<file path="src/core/serial_poll_pkg.sv">
package serial_poll_pkg;
  localparam int CLK_HZ = 25_000_000;
  localparam int BAUD_RATE = 19200;
  localparam int BAUD_DIV = CLK_HZ / BAUD_RATE;
  localparam int PERIOD_UNIT_MS = 1;
  localparam int CYC_PER_MS = CLK_HZ / 1000 * PERIOD_UNIT_MS;
  localparam int AUTO_TARE_S = 2;
  localparam int AUTO_TARE_CYC = CLK_HZ * AUTO_TARE_S;
  localparam int LINE_MAX = 10;
  localparam int FIFO_DEPTH = 16;
  localparam logic [7:0] STREAM_PERIOD_OFS = 8'h5B;
  localparam logic [15:0] STREAM_PERIOD_RST = 16'h0032;
  localparam logic [7:0] UNIT_ID_RST = 8'h41;
  localparam logic [7:0] CH_CR = 8'h0D;
  localparam logic [7:0] CH_LF = 8'h0A;
  localparam logic [7:0] CH_SP = 8'h20;
  localparam logic [7:0] CH_AT = 8'h40;
  localparam logic [7:0] CH_EQ = 8'h3D;
  localparam logic [7:0] CH_PLUS = 8'h2B;
  localparam logic [7:0] CH_MINUS = 8'h2D;
  localparam logic [7:0] CH_ZERO = 8'h30;
  localparam logic [7:0] CH_QUERY = 8'h3F;
  localparam logic [7:0] CH_STAR = 8'h2A;
  localparam logic [7:0] CH_UP_A = 8'h41;
  localparam logic [7:0] CH_UP_C = 8'h43;
  localparam logic [7:0] CH_UP_D = 8'h44;
  localparam logic [7:0] CH_UP_P = 8'h50;
  localparam logic [7:0] CH_UP_V = 8'h56;
  localparam logic [7:0] CH_UP_W = 8'h57;
  localparam logic [7:0] CH_UP_Z = 8'h5A;
  localparam logic [5:0] FLD_BASE = 6'd2;
  localparam logic [5:0] FLD_STRIDE = 6'd7;
  localparam logic [5:0] GAS_POS = 6'd37;
  localparam logic [5:0] STAT_POS = 6'd40;
  localparam logic [5:0] FRAME_LAST = 6'd41;
  localparam logic [5:0] DESC_LEN = 6'd56;
  localparam logic [8*56-1:0] DESC_TEXT = "ID PRESS:PSIA TEMP:C VFLOW:LPM MFLOW:SLPM SETPT:SLPM GAS";
  typedef enum logic [2:0] {FMT_IDLE = 3'b001, FMT_FRAME = 3'b010, FMT_DESC = 3'b100} fmt_state_t;
endpackage : serial_poll_pkg

</file>
<file path="src/core/byte_fifo.sv">
`timescale 1ns/1ps
`default_nettype none
module byte_fifo #(
  parameter int WIDTH = 8,
  parameter int DEPTH = 16
) (
  input wire logic i_clk,
  input wire logic i_rst_n,
  input wire logic i_in_valid,
  output logic o_in_ready,
  input wire logic [WIDTH-1:0] i_in_data,
  output logic o_out_valid,
  input wire logic i_out_ready,
  output logic [WIDTH-1:0] o_out_data
);
  localparam int AW = $clog2(DEPTH);
  logic [DEPTH-1:0][WIDTH-1:0] mem_q;
  logic [AW:0] wr_q;
  logic [AW:0] rd_q;
  wire full = (wr_q[AW] != rd_q[AW]) && (wr_q[AW-1:0] == rd_q[AW-1:0]);
  wire empty = (wr_q == rd_q);
  wire push = i_in_valid && !full;
  wire pop = i_out_ready && !empty;
  assign o_in_ready = !full;
  assign o_out_valid = !empty;
  assign o_out_data = mem_q[rd_q[AW-1:0]];

  always_ff @(posedge i_clk or negedge i_rst_n)
  begin
    if (!i_rst_n)
    begin
      wr_q <= '0;
      rd_q <= '0;
      mem_q <= '0;
    end
    else
    begin
      if (push)
      begin
        mem_q[wr_q[AW-1:0]] <= i_in_data;
        wr_q <= wr_q + 1'b1;
      end
      if (pop)
        rd_q <= rd_q + 1'b1;
    end
  end
endmodule : byte_fifo
`default_nettype wire

</file>
<file path="src/core/uart_phy.sv">
`timescale 1ns/1ps
`default_nettype none
module uart_phy #(
  parameter int DIV = 1302
) (
  input wire logic i_clk,
  input wire logic i_rst_n,
  input wire logic i_rxd,
  output logic o_rx_valid,
  output logic [7:0] o_rx_data,
  input wire logic i_tx_valid,
  output logic o_tx_ready,
  input wire logic [7:0] i_tx_data,
  output logic o_txd
);
  logic [15:0] rcnt_q;
  logic [3:0] rbit_q;
  logic rbusy_q;
  logic [7:0] rsh_q;
  logic rvalid_q;
  logic [15:0] tcnt_q;
  logic [3:0] tbit_q;
  logic tbusy_q;
  logic [9:0] tsh_q;
  logic txd_q;
  assign o_rx_valid = rvalid_q;
  assign o_rx_data = rsh_q;
  assign o_tx_ready = !tbusy_q;
  assign o_txd = txd_q;

  // Receiver: 8 data bits, no parity, stop bit must be high
  always_ff @(posedge i_clk or negedge i_rst_n)
  begin
    if (!i_rst_n)
    begin
      rcnt_q <= '0;
      rbit_q <= '0;
      rbusy_q <= 1'b0;
      rsh_q <= '0;
      rvalid_q <= 1'b0;
    end
    else
    begin
      rvalid_q <= 1'b0;
      if (!rbusy_q)
      begin
        if (!i_rxd)
        begin
          rbusy_q <= 1'b1;
          rcnt_q <= 16'(DIV / 2);
          rbit_q <= '0;
        end
      end
      else if (rcnt_q != 16'h0000)
        rcnt_q <= rcnt_q - 16'h0001;
      else
      begin
        rcnt_q <= 16'(DIV - 1);
        rbit_q <= rbit_q + 4'h1;
        if (rbit_q == 4'h0)
          rbusy_q <= !i_rxd;
        else if (rbit_q < 4'h9)
          rsh_q <= {i_rxd, rsh_q[7:1]};
        else
        begin
          rbusy_q <= 1'b0;
          rvalid_q <= i_rxd;
        end
      end
    end
  end

  // Transmitter: start, 8 data LSB first, one stop
  always_ff @(posedge i_clk or negedge i_rst_n)
  begin
    if (!i_rst_n)
    begin
      tcnt_q <= '0;
      tbit_q <= '0;
      tbusy_q <= 1'b0;
      tsh_q <= '1;
      txd_q <= 1'b1;
    end
    else if (!tbusy_q)
    begin
      if (i_tx_valid)
      begin
        tbusy_q <= 1'b1;
        tsh_q <= {1'b1, i_tx_data, 1'b0};
        txd_q <= 1'b0;
        tbit_q <= '0;
        tcnt_q <= 16'(DIV - 1);
      end
    end
    else if (tcnt_q != 16'h0000)
      tcnt_q <= tcnt_q - 16'h0001;
    else if (tbit_q == 4'h9)
      tbusy_q <= 1'b0;
    else
    begin
      tsh_q <= {1'b1, tsh_q[9:1]};
      txd_q <= tsh_q[1];
      tbit_q <= tbit_q + 4'h1;
      tcnt_q <= 16'(DIV - 1);
    end
  end
endmodule : uart_phy
`default_nettype wire

</file>
<file path="src/core/ascii_serial_poll_stream.sv">
`timescale 1ns/1ps
`default_nettype none
// What this block does
// Serial link defaults to 19200 baud, 8 data bits, no parity, one stop.
// After reset the block is polling with identifier letter A.
// A line holding only our identifier gets exactly one data line back while polling.
// Identifier, at-sign, equals, new letter changes our identifier while polling.
// Host gives each device on a port a distinct letter A to Z.
// Streaming sends data lines periodically without any request.
// Host puts at most one device per port into streaming.
// Changing identifier to at-sign starts streaming.
// Two at-signs, equals, letter leaves streaming with that letter as identifier.
// Streaming lines keep going while command characters arrive.
// Invalid command lines are dropped with no action and no reply.
// Stream period defaults to 50 ms, register 91, written only while polling.
// With auto tare on, zero setpoint held 2 s triggers one tare.
// Identifier plus flow-tare command zeroes flow; host sends it with no flow.
// Pressure tare aligns to barometer when fitted; host vents device first.
// Data line fields are space separated in the fixed documented order.
// Identifier leads the data line only in polling mode.
// Identifier plus frame query returns field descriptions with units.
// Extra status column may follow the gas label.
// Command letters and identifiers are case-insensitive.
// Commands end with carriage return and act only on it.
// Numeric fields carry an explicit plus or minus sign.
module ascii_serial_poll_stream #(
  parameter int CYC_PER_MS = serial_poll_pkg::CYC_PER_MS,
  parameter int AUTO_TARE_CYC = serial_poll_pkg::AUTO_TARE_CYC,
  parameter int BAUD_DIV = serial_poll_pkg::BAUD_DIV
) (
  input wire logic i_clk,
  input wire logic i_rstn,
  input wire logic i_rxd,
  output logic o_txd,
  input wire logic [15:0] i_abs_pressure,
  input wire logic [15:0] i_temperature,
  input wire logic [15:0] i_vol_flow,
  input wire logic [15:0] i_mass_flow,
  input wire logic [15:0] i_setpoint,
  input wire logic [15:0] i_gas_label,
  input wire logic i_status_valid,
  input wire logic [7:0] i_status_code,
  input wire logic i_has_barometer,
  input wire logic i_auto_tare_en,
  output logic o_flow_tare,
  output logic o_abs_tare,
  output logic o_stream_mode,
  output logic [7:0] o_unit_id,
  output logic [15:0] o_stream_period
);
  localparam int LM = serial_poll_pkg::LINE_MAX;

  function automatic logic [7:0] upcase(input logic [7:0] c);
    return (c >= 8'h61 && c <= 8'h7A) ? c - 8'h20 : c;
  endfunction : upcase

  function automatic logic is_digit(input logic [7:0] c);
    return c >= serial_poll_pkg::CH_ZERO && c <= 8'h39;
  endfunction : is_digit

  function automatic logic [17:0] parse_val(input logic [LM-1:0][7:0] l, input logic [3:0] n);
    logic [16:0] acc;
    logic ok;
    acc = '0;
    ok = (n > 4'd5);
    for (int i = 5; i < LM; i++)
      if (4'(i) < n)
      begin
        ok = ok & is_digit(l[i]);
        acc = 17'(acc * 17'd10 + {13'h0000, l[i][3:0]});
      end
    return {ok, acc};
  endfunction : parse_val

  function automatic logic [7:0] dec_digit(input logic [16:0] m, input logic [2:0] k);
    logic [16:0] q;
    case (k)
      3'd0: q = m;
      3'd1: q = m / 17'd10;
      3'd2: q = m / 17'd100;
      3'd3: q = m / 17'd1000;
      default: q = m / 17'd10000;
    endcase
    return serial_poll_pkg::CH_ZERO + 8'(q % 17'd10);
  endfunction : dec_digit

  logic [1:0] rst_q;
  logic [1:0] rxd_q;
  wire rst_n = rst_q[1];
  logic rx_valid;
  logic [7:0] rx_data;
  logic fifo_ready;
  logic tx_valid;
  logic tx_ready;
  logic [7:0] tx_data;
  logic [LM-1:0][7:0] line_q;
  logic [3:0] len_q;
  logic ovf_q;
  logic [7:0] id_q;
  logic stream_q;
  logic [15:0] period_q;
  logic poll_pend_q;
  logic desc_pend_q;
  logic strm_pend_q;
  logic [31:0] ms_cnt_q;
  logic [15:0] per_cnt_q;
  logic [31:0] tare_cnt_q;
  logic flow_tare_q;
  logic abs_tare_q;
  serial_poll_pkg::fmt_state_t state_q;
  logic [5:0] pos_q;
  logic [4:0][15:0] fld_q;
  logic [15:0] gas_q;
  logic stv_q;
  logic [7:0] stc_q;

  always_ff @(posedge i_clk or negedge i_rstn)
  begin
    if (!i_rstn)
      rst_q <= 2'b00;
    else
      rst_q <= {rst_q[0], 1'b1};
  end

  always_ff @(posedge i_clk or negedge rst_n)
  begin
    if (!rst_n)
      rxd_q <= 2'b11;
    else
      rxd_q <= {rxd_q[0], i_rxd};
  end

  // fixed 8N1 framing at the default rate
  uart_phy #(.DIV(BAUD_DIV)) u_phy (
    .i_clk(i_clk), .i_rst_n(rst_n), .i_rxd(rxd_q[1]),
    .o_rx_valid(rx_valid), .o_rx_data(rx_data),
    .i_tx_valid(tx_valid), .o_tx_ready(tx_ready), .i_tx_data(tx_data), .o_txd(o_txd)
  );

  // only these forms act; any other line is dropped
  wire rx_cr = rx_valid && rx_data == serial_poll_pkg::CH_CR;
  wire id_hit = len_q != 4'd0 && !ovf_q && line_q[0] == id_q;
  wire [7:0] new_id = line_q[3];
  wire new_ok = (new_id >= serial_poll_pkg::CH_UP_A && new_id <= serial_poll_pkg::CH_UP_Z)
    || new_id == serial_poll_pkg::CH_AT;
  wire is_chid = id_hit && len_q == 4'd4 && line_q[1] == serial_poll_pkg::CH_AT
    && line_q[2] == serial_poll_pkg::CH_EQ && new_ok;
  wire is_poll = id_hit && len_q == 4'd1 && !stream_q;
  wire is_ftare = id_hit && len_q == 4'd2 && line_q[1] == serial_poll_pkg::CH_UP_V;
  wire is_ptare = id_hit && len_q == 4'd3 && line_q[1] == serial_poll_pkg::CH_UP_P
    && line_q[2] == serial_poll_pkg::CH_UP_C && i_has_barometer;
  wire is_desc = id_hit && len_q == 4'd5 && line_q[1] == serial_poll_pkg::CH_QUERY
    && line_q[2] == serial_poll_pkg::CH_QUERY && line_q[3] == serial_poll_pkg::CH_UP_D
    && line_q[4] == serial_poll_pkg::CH_STAR;
  wire [7:0] reg_num = 8'({4'h0, line_q[2][3:0]} * 8'd10) + {4'h0, line_q[3][3:0]};
  wire [17:0] wval = parse_val(line_q, len_q);
  wire is_wreg = id_hit && !stream_q && line_q[1] == serial_poll_pkg::CH_UP_W
    && is_digit(line_q[2]) && is_digit(line_q[3]) && reg_num == serial_poll_pkg::STREAM_PERIOD_OFS
    && line_q[4] == serial_poll_pkg::CH_EQ && wval[17] && !wval[16] && wval[15:0] != 16'h0000;
  // act only on the terminator
  wire act_chid = rx_cr && is_chid;
  wire act_poll = rx_cr && is_poll;
  wire act_ftare = rx_cr && is_ftare;
  wire act_ptare = rx_cr && is_ptare;
  wire act_desc = rx_cr && is_desc;
  wire act_wreg = rx_cr && is_wreg;

  // letters folded to upper case as stored
  always_ff @(posedge i_clk or negedge rst_n)
  begin
    if (!rst_n)
    begin
      line_q <= '0;
      len_q <= '0;
      ovf_q <= 1'b0;
    end
    else if (rx_valid && rx_data != serial_poll_pkg::CH_LF)
    begin
      if (rx_data == serial_poll_pkg::CH_CR)
      begin
        len_q <= '0;
        ovf_q <= 1'b0;
      end
      else if (len_q == 4'(LM))
        ovf_q <= 1'b1;
      else
      begin
        line_q[len_q] <= upcase(rx_data);
        len_q <= len_q + 4'd1;
      end
    end
  end

  // reset identity and polling mode
  always_ff @(posedge i_clk or negedge rst_n)
  begin
    if (!rst_n)
    begin
      id_q <= serial_poll_pkg::UNIT_ID_RST;
      stream_q <= 1'b0;
      period_q <= serial_poll_pkg::STREAM_PERIOD_RST;
    end
    else
    begin
      // identifier change; R8 and R9 ride on it
      if (act_chid)
      begin
        id_q <= new_id;
        stream_q <= new_id == serial_poll_pkg::CH_AT;
      end
      // period register write while polling
      if (act_wreg)
        period_q <= wval[15:0];
    end
  end

  // millisecond timebase and period counter
  wire ms_tick = ms_cnt_q == 32'(CYC_PER_MS - 1);
  wire per_expire = stream_q && ms_tick && ({1'b0, per_cnt_q} + 17'd1 >= {1'b0, period_q});
  wire take_desc = state_q == serial_poll_pkg::FMT_IDLE && desc_pend_q;
  wire take_frame = state_q == serial_poll_pkg::FMT_IDLE && !desc_pend_q
    && (poll_pend_q || (strm_pend_q && stream_q));
  wire sp_zero = i_auto_tare_en && i_setpoint == 16'h0000;
  wire auto_fire = sp_zero && tare_cnt_q == 32'(AUTO_TARE_CYC - 1);

  always_ff @(posedge i_clk or negedge rst_n)
  begin
    if (!rst_n)
    begin
      ms_cnt_q <= '0;
      per_cnt_q <= '0;
      poll_pend_q <= 1'b0;
      desc_pend_q <= 1'b0;
      strm_pend_q <= 1'b0;
      tare_cnt_q <= '0;
      flow_tare_q <= 1'b0;
      abs_tare_q <= 1'b0;
    end
    else
    begin
      ms_cnt_q <= ms_tick ? '0 : ms_cnt_q + 32'd1;
      // period runs regardless of receive activity
      if (!stream_q || per_expire)
        per_cnt_q <= '0;
      else if (ms_tick)
        per_cnt_q <= per_cnt_q + 16'd1;
      // one pending reply per poll, set wins over take
      poll_pend_q <= act_poll || (poll_pend_q && !take_frame);
      // description request
      desc_pend_q <= act_desc || (desc_pend_q && !take_desc);
      // Leaving streaming drops a queued periodic line, so polling stays quiet
      strm_pend_q <= stream_q && (per_expire || (strm_pend_q && !take_frame));
      // count a held zero setpoint, fire once
      if (!sp_zero)
        tare_cnt_q <= '0;
      else if (tare_cnt_q != 32'(AUTO_TARE_CYC))
        tare_cnt_q <= tare_cnt_q + 32'd1;
      // flow tare pulse
      flow_tare_q <= act_ftare || auto_fire;
      // pressure tare pulse, barometer only
      abs_tare_q <= act_ptare;
    end
  end

  // frame character by position
  wire [5:0] rel = pos_q - serial_poll_pkg::FLD_BASE;
  wire [2:0] fidx = 3'(rel / serial_poll_pkg::FLD_STRIDE);
  wire [2:0] sub = 3'(rel % serial_poll_pkg::FLD_STRIDE);
  wire [15:0] fv = fld_q[fidx];
  wire [16:0] mag = fv[15] ? 17'h00000 - {fv[15], fv} : {1'b0, fv};
  // explicit sign ahead of the digits
  wire [7:0] sign_char = fv[15] ? serial_poll_pkg::CH_MINUS : serial_poll_pkg::CH_PLUS;
  wire [7:0] fld_char = sub == 3'd0 ? sign_char
    : sub == 3'd6 ? serial_poll_pkg::CH_SP : dec_digit(mag, 3'(3'd5 - sub));
  // optional status column after the gas label
  wire [7:0] tail_char = pos_q == serial_poll_pkg::GAS_POS ? gas_q[15:8]
    : pos_q == serial_poll_pkg::GAS_POS + 6'd1 ? gas_q[7:0]
    : pos_q == serial_poll_pkg::GAS_POS + 6'd2 ? (stv_q ? serial_poll_pkg::CH_SP : serial_poll_pkg::CH_CR)
    : pos_q == serial_poll_pkg::STAT_POS ? stc_q : serial_poll_pkg::CH_CR;
  wire [7:0] frame_char = pos_q == 6'd0 ? id_q : pos_q == 6'd1 ? serial_poll_pkg::CH_SP
    : pos_q < serial_poll_pkg::GAS_POS ? fld_char : tail_char;
  wire [7:0] desc_char = pos_q >= serial_poll_pkg::DESC_LEN ? serial_poll_pkg::CH_CR
    : serial_poll_pkg::DESC_TEXT[(int'(serial_poll_pkg::DESC_LEN) - 1 - int'(pos_q)) * 8 +: 8];
  wire in_desc = state_q == serial_poll_pkg::FMT_DESC;
  wire [7:0] out_char = in_desc ? desc_char : frame_char;
  wire out_valid = state_q != serial_poll_pkg::FMT_IDLE;
  wire push_ok = out_valid && fifo_ready;
  wire last_char = in_desc ? pos_q == serial_poll_pkg::DESC_LEN
    : (pos_q == serial_poll_pkg::FRAME_LAST || (pos_q == serial_poll_pkg::GAS_POS + 6'd2 && !stv_q));

  always_ff @(posedge i_clk or negedge rst_n)
  begin
    if (!rst_n)
    begin
      state_q <= serial_poll_pkg::FMT_IDLE;
      pos_q <= '0;
      fld_q <= '0;
      gas_q <= '0;
      stv_q <= 1'b0;
      stc_q <= '0;
    end
    else
    begin
      case (state_q)
        serial_poll_pkg::FMT_IDLE:
        begin
          if (take_desc)
          begin
            state_q <= serial_poll_pkg::FMT_DESC;
            pos_q <= '0;
          end
          else if (take_frame)
          begin
            state_q <= serial_poll_pkg::FMT_FRAME;
            // streaming lines skip the identifier
            pos_q <= stream_q ? serial_poll_pkg::FLD_BASE : 6'd0;
            fld_q <= {i_setpoint, i_mass_flow, i_vol_flow, i_temperature, i_abs_pressure};
            gas_q <= i_gas_label;
            stv_q <= i_status_valid;
            stc_q <= i_status_code;
          end
        end
        serial_poll_pkg::FMT_FRAME, serial_poll_pkg::FMT_DESC:
        begin
          if (push_ok)
          begin
            if (last_char)
              state_q <= serial_poll_pkg::FMT_IDLE;
            else
              pos_q <= pos_q + 6'd1;
          end
        end
        default: state_q <= serial_poll_pkg::FMT_IDLE;
      endcase
    end
  end

  byte_fifo #(.WIDTH(8), .DEPTH(serial_poll_pkg::FIFO_DEPTH)) u_fifo (
    .i_clk(i_clk), .i_rst_n(rst_n),
    .i_in_valid(out_valid), .o_in_ready(fifo_ready), .i_in_data(out_char),
    .o_out_valid(tx_valid), .i_out_ready(tx_ready), .o_out_data(tx_data)
  );

  assign o_flow_tare = flow_tare_q;
  assign o_abs_tare = abs_tare_q;
  assign o_stream_mode = stream_q;
  assign o_unit_id = id_q;
  assign o_stream_period = period_q;
endmodule : ascii_serial_poll_stream
`default_nettype wire

</file>
<file path="config.mk">
export PLATFORM = sky130hd
export DESIGN_NAME = ascii_serial_poll_stream
export DESIGN_NICKNAME = d
export VERILOG_FILES = /design/src/core/serial_poll_pkg.sv /design/src/core/byte_fifo.sv /design/src/core/uart_phy.sv /design/src/core/ascii_serial_poll_stream.sv
export SDC_FILE = /design/constraint.sdc
export NUM_CORES = 1
export LEC_CHECK = 0
export BUFFER_PORTS_ARGS = -buffer_cell sky130_fd_sc_hd__buf_4
export CORE_ASPECT_RATIO = 1.75
export CORE_MARGIN = 2
export CORE_UTILIZATION = 40
export DETAILED_ROUTE_END_ITERATION = 8
export GPL_ROUTABILITY_DRIVEN = 0
export GPL_TIMING_DRIVEN = 1
export HOLD_SLACK_MARGIN = 0.15
export RECOVER_POWER = 50
export SLEW_MARGIN = 40
export SYNTH_ARGS = -nofsm -noshare
export SYNTH_HDL_FRONTEND = slang
export SYNTH_SLANG_ARGS = --single-unit
</file>
<file path="constraint.sdc">
create_clock -name i_clk -period 18.29 [get_ports i_clk]
set_input_delay 3.658 -clock i_clk [delete_from_list [all_inputs] [get_ports i_clk]]
set_output_delay 3.658 -clock i_clk [all_outputs]
set_load 0.005 [all_outputs]
</file>
==> results.tsv <==
metric	value	unit
hold_viol	0	
synth_flop_cell	dfrtp_1	
areaGrowthSynthToFinish	33.0	%
clk_pin_slew	0.07	ns
die_w	234	um
maxSlewViolCount	433	
critPathLaunchType	flip-flop	
synthArstFlopShare	100	%
required	18.79	ns
fp-row-count	148	
core_area	0.0926	sq mm
ys_top_cells_by_area	dfrtp_1 (33%), mux2_2 (9.5%), ha_1 (8.9%)	
antenna_found_initial	1	
worstSetupEndpointType	flip-flop	
crit_buf_inv	55	
fin_setup_tns	-2186.67	ns
status	complete, but fails checks	
numCtsBuffers	50	
grt_pass1_vias	36431	
ys_seq_elements	511	
die_area	0.0955	sq mm
worst-setup-path-type	reg2reg	
cts_tree	yes	
first_iter_violations	1773	
start_util	40.2	%
violations	capacitance limit, slew limit, setup timing	
cts.path.max_buffers	3	
ant_nets	0	
maxCapViolCount	7	
power.leakage	23.5	nW
drt_wl_total	120000	um
fin_crit_sh	196	%
syn_area	0.0372	sq mm
max_freq	27.9	MHz
cp_top_family	compound AO/OA/AOI/OAI gates	
drc	0	
viasPerCell	5.65	
synth-edff-count	0	
ys_seq_area_share	34.4	%
timing.max_slew.rel_slack	-172	%
setup_violations	128	
yosysUniqueCellTypes	131	
grt_use_total	24.8	%
synthesis.instances	3958	
hp-class	reg2reg	
wire_per_inst	19.5	um
finalWorstSetupSlack	-17.50	ns
synth.avg_cell_area	9.40	sq um
cp_common_cell	o21a_1	
io_buffers	137	
vias	34707	
drtPass1Iterations	7	
htreeDepth	2	
yosysMostFrequentCell	dfrtp_1	
arrival	36.29	ns
drive_gt1_share	36.1	%
p_per_area	48.4	mW/mm^2
nets	5286	
cts-root-buf	clkbuf_16	
ys.warnings.count	0	
io_pins	138	
worst_slew_pin_slew	4.08	ns
grt_start_max_net_pins	79	
rsz0062_at_grt	yes	
synth_top_area_share	33.2	%
max_stage_delay	0.53	ns
period_needed	35.79	ns
synthTopCellsByCount	dfrtp_1 (494), nand2_1 (415), mux2_2 (315)	
vdd_drop_max	73.9	uV
grt_pass1_wl	189000	um
die_h	407	um
grt_overflow	0	
dp_hpwl	87000	um
path_max_fanout	8	
totalPowerFinal	2.39	mW
clock_sinks	511	
worst_path_max_delay_cell	or4_4	
clkLatencyLatePin	0.63	ns
netlist.top_cell.by_area	dfrtp_1	
skew	0.0177	ns
cts_hold_buffers	0	
stage by stage:
step	hold slack [ns]	util (%)	setup slack [ns]	cells	cell area, sq um
after floorplan	0.331	-	-18.41	3959	38000
after global placement	0.339	47.9	-16.65	5732	44300
after detailed placement	0.341	47.9	-17.46	5733	44400
after CTS	0.357	52.4	-16.48	6079	48500
after global routing	0.359	53.4	-19.40	6142	49500
final	0.353	53.4	-17.50	6142	49500
final timing paths:
path	start	end	slack, ns	cells after the start
worst max-delay path	pos_q[3]	u_fifo.mem_q[17]	-17.50	225
worst min-delay path	rst_q[0]	rst_q[1]	0.35	0
worst max register to register	pos_q[3]	u_fifo.mem_q[17]	-17.50	225
worst min register to register	rst_q[0]	rst_q[1]	0.35	0
max in group asynchronous	rst_q[1]	fld_q[63]	9.77	4
min in group asynchronous	rst_q[1]	ms_cnt_q[27]	0.90	0
registers in the layout, summed over array words and instances (netlist names), 3 cells and up:
register	cells
per_cnt_q	16
u_fifo.mem_q	128
u_phy.rcnt_q	16
u_phy.tbit_q	4
u_phy.rbit_q	4
stc_q	8
tare_cnt_q	32
pos_q	6
len_q	4
u_fifo.rd_q	5
gas_q	16
line_q	72
o_stream_period	16
u_phy.tsh_q	8
o_unit_id	8
state_q	3
u_fifo.wr_q	5
u_phy.o_rx_data	8
new_id	8
fld_q	80
u_phy.tcnt_q	16
ms_cnt_q	32
what timing repair did:
action                                  4_1_cts  5_1_grt
resized for setup                            81       87
endpoints found under the setup margin      128      128
cloned                                        2        1
pin swaps                                   106      137
buffers inserted                            253       63
layout make-up:
class,count,area (sq um)
inverters,132,508
clock inverters,31,404
multi-input cells,3152,24700
well taps,1200,1500
repair buffers,1054,8110
diodes,1,2.50
clock buffers,61,1390
flip-flops and latches,511,12800
fillers,8220,43100
worst reg2reg max path: cells and delay by family (launching register included):
family,cells,cell delay [ns]
buffers and inverters,55,6.62
DFF,1,0.40
and+or+nand+nor,52,7.21
xor gates and xnor gates,1,0.10
muxes,2,0.52
AOI/OAI and AO/OA,99,16.93
adders and majority gates,16,3.95
logic make-up (layout without fill, tap and decap cells):
kind of cell | Yosys count | count (layout) | synth area share [%]
AOI/OAI and AO/OA | 941 | 942 | 17.1
adders and majority gates | 275 | 275 | 9.45
and+or+nand+nor | 1306 | 1306 | 17.3
DFF | 511 | 511 | 34.4
muxes | 398 | 398 | 13.1
buffers and inverters | 297 | 1278 | 3.15
other | 2 | 4 | 0.0202
xor gates and xnor gates | 228 | 228 | 5.41
routing by layer:
layer  GRT usage [%]  part of all wire [%]  vias up
met1            25.3                    36    16975
met2            46.7                    53      843
met3            2.78                   3.5      441
met5               0                     0        -
li1                -                     -    16448
met4            15.9                   7.7        0
placed cells by master (no fill, tap or decap), drive strengths merged, types with 30 or more instances in the layout:
cell type and instances:
a211oi 30, a21o 39, a21oi 194, and2 39, and3 37, buf 1045
clkbuf 70, dfrtp 494, ha 265, inv 133, mux2 318, mux2i 40
mux4 40, nand2 416, nand2b 36, nand3 92, nand4 81, nor2 270
nor3 130, nor4 50, o21a 78, o21ai 284, o31ai 55, or3 30
xnor2 127, xor2 101
report_power, final:
part           total, mW  internal [mW]  leakage (nW)  switching [mW]
logic             0.0899         0.0377          16.0          0.0521
registers           1.17           1.15          6.57          0.0201
clock network       1.13          0.649         0.872           0.484
total               2.39           1.84          23.5           0.556
(Power assumes the default switching activity.)
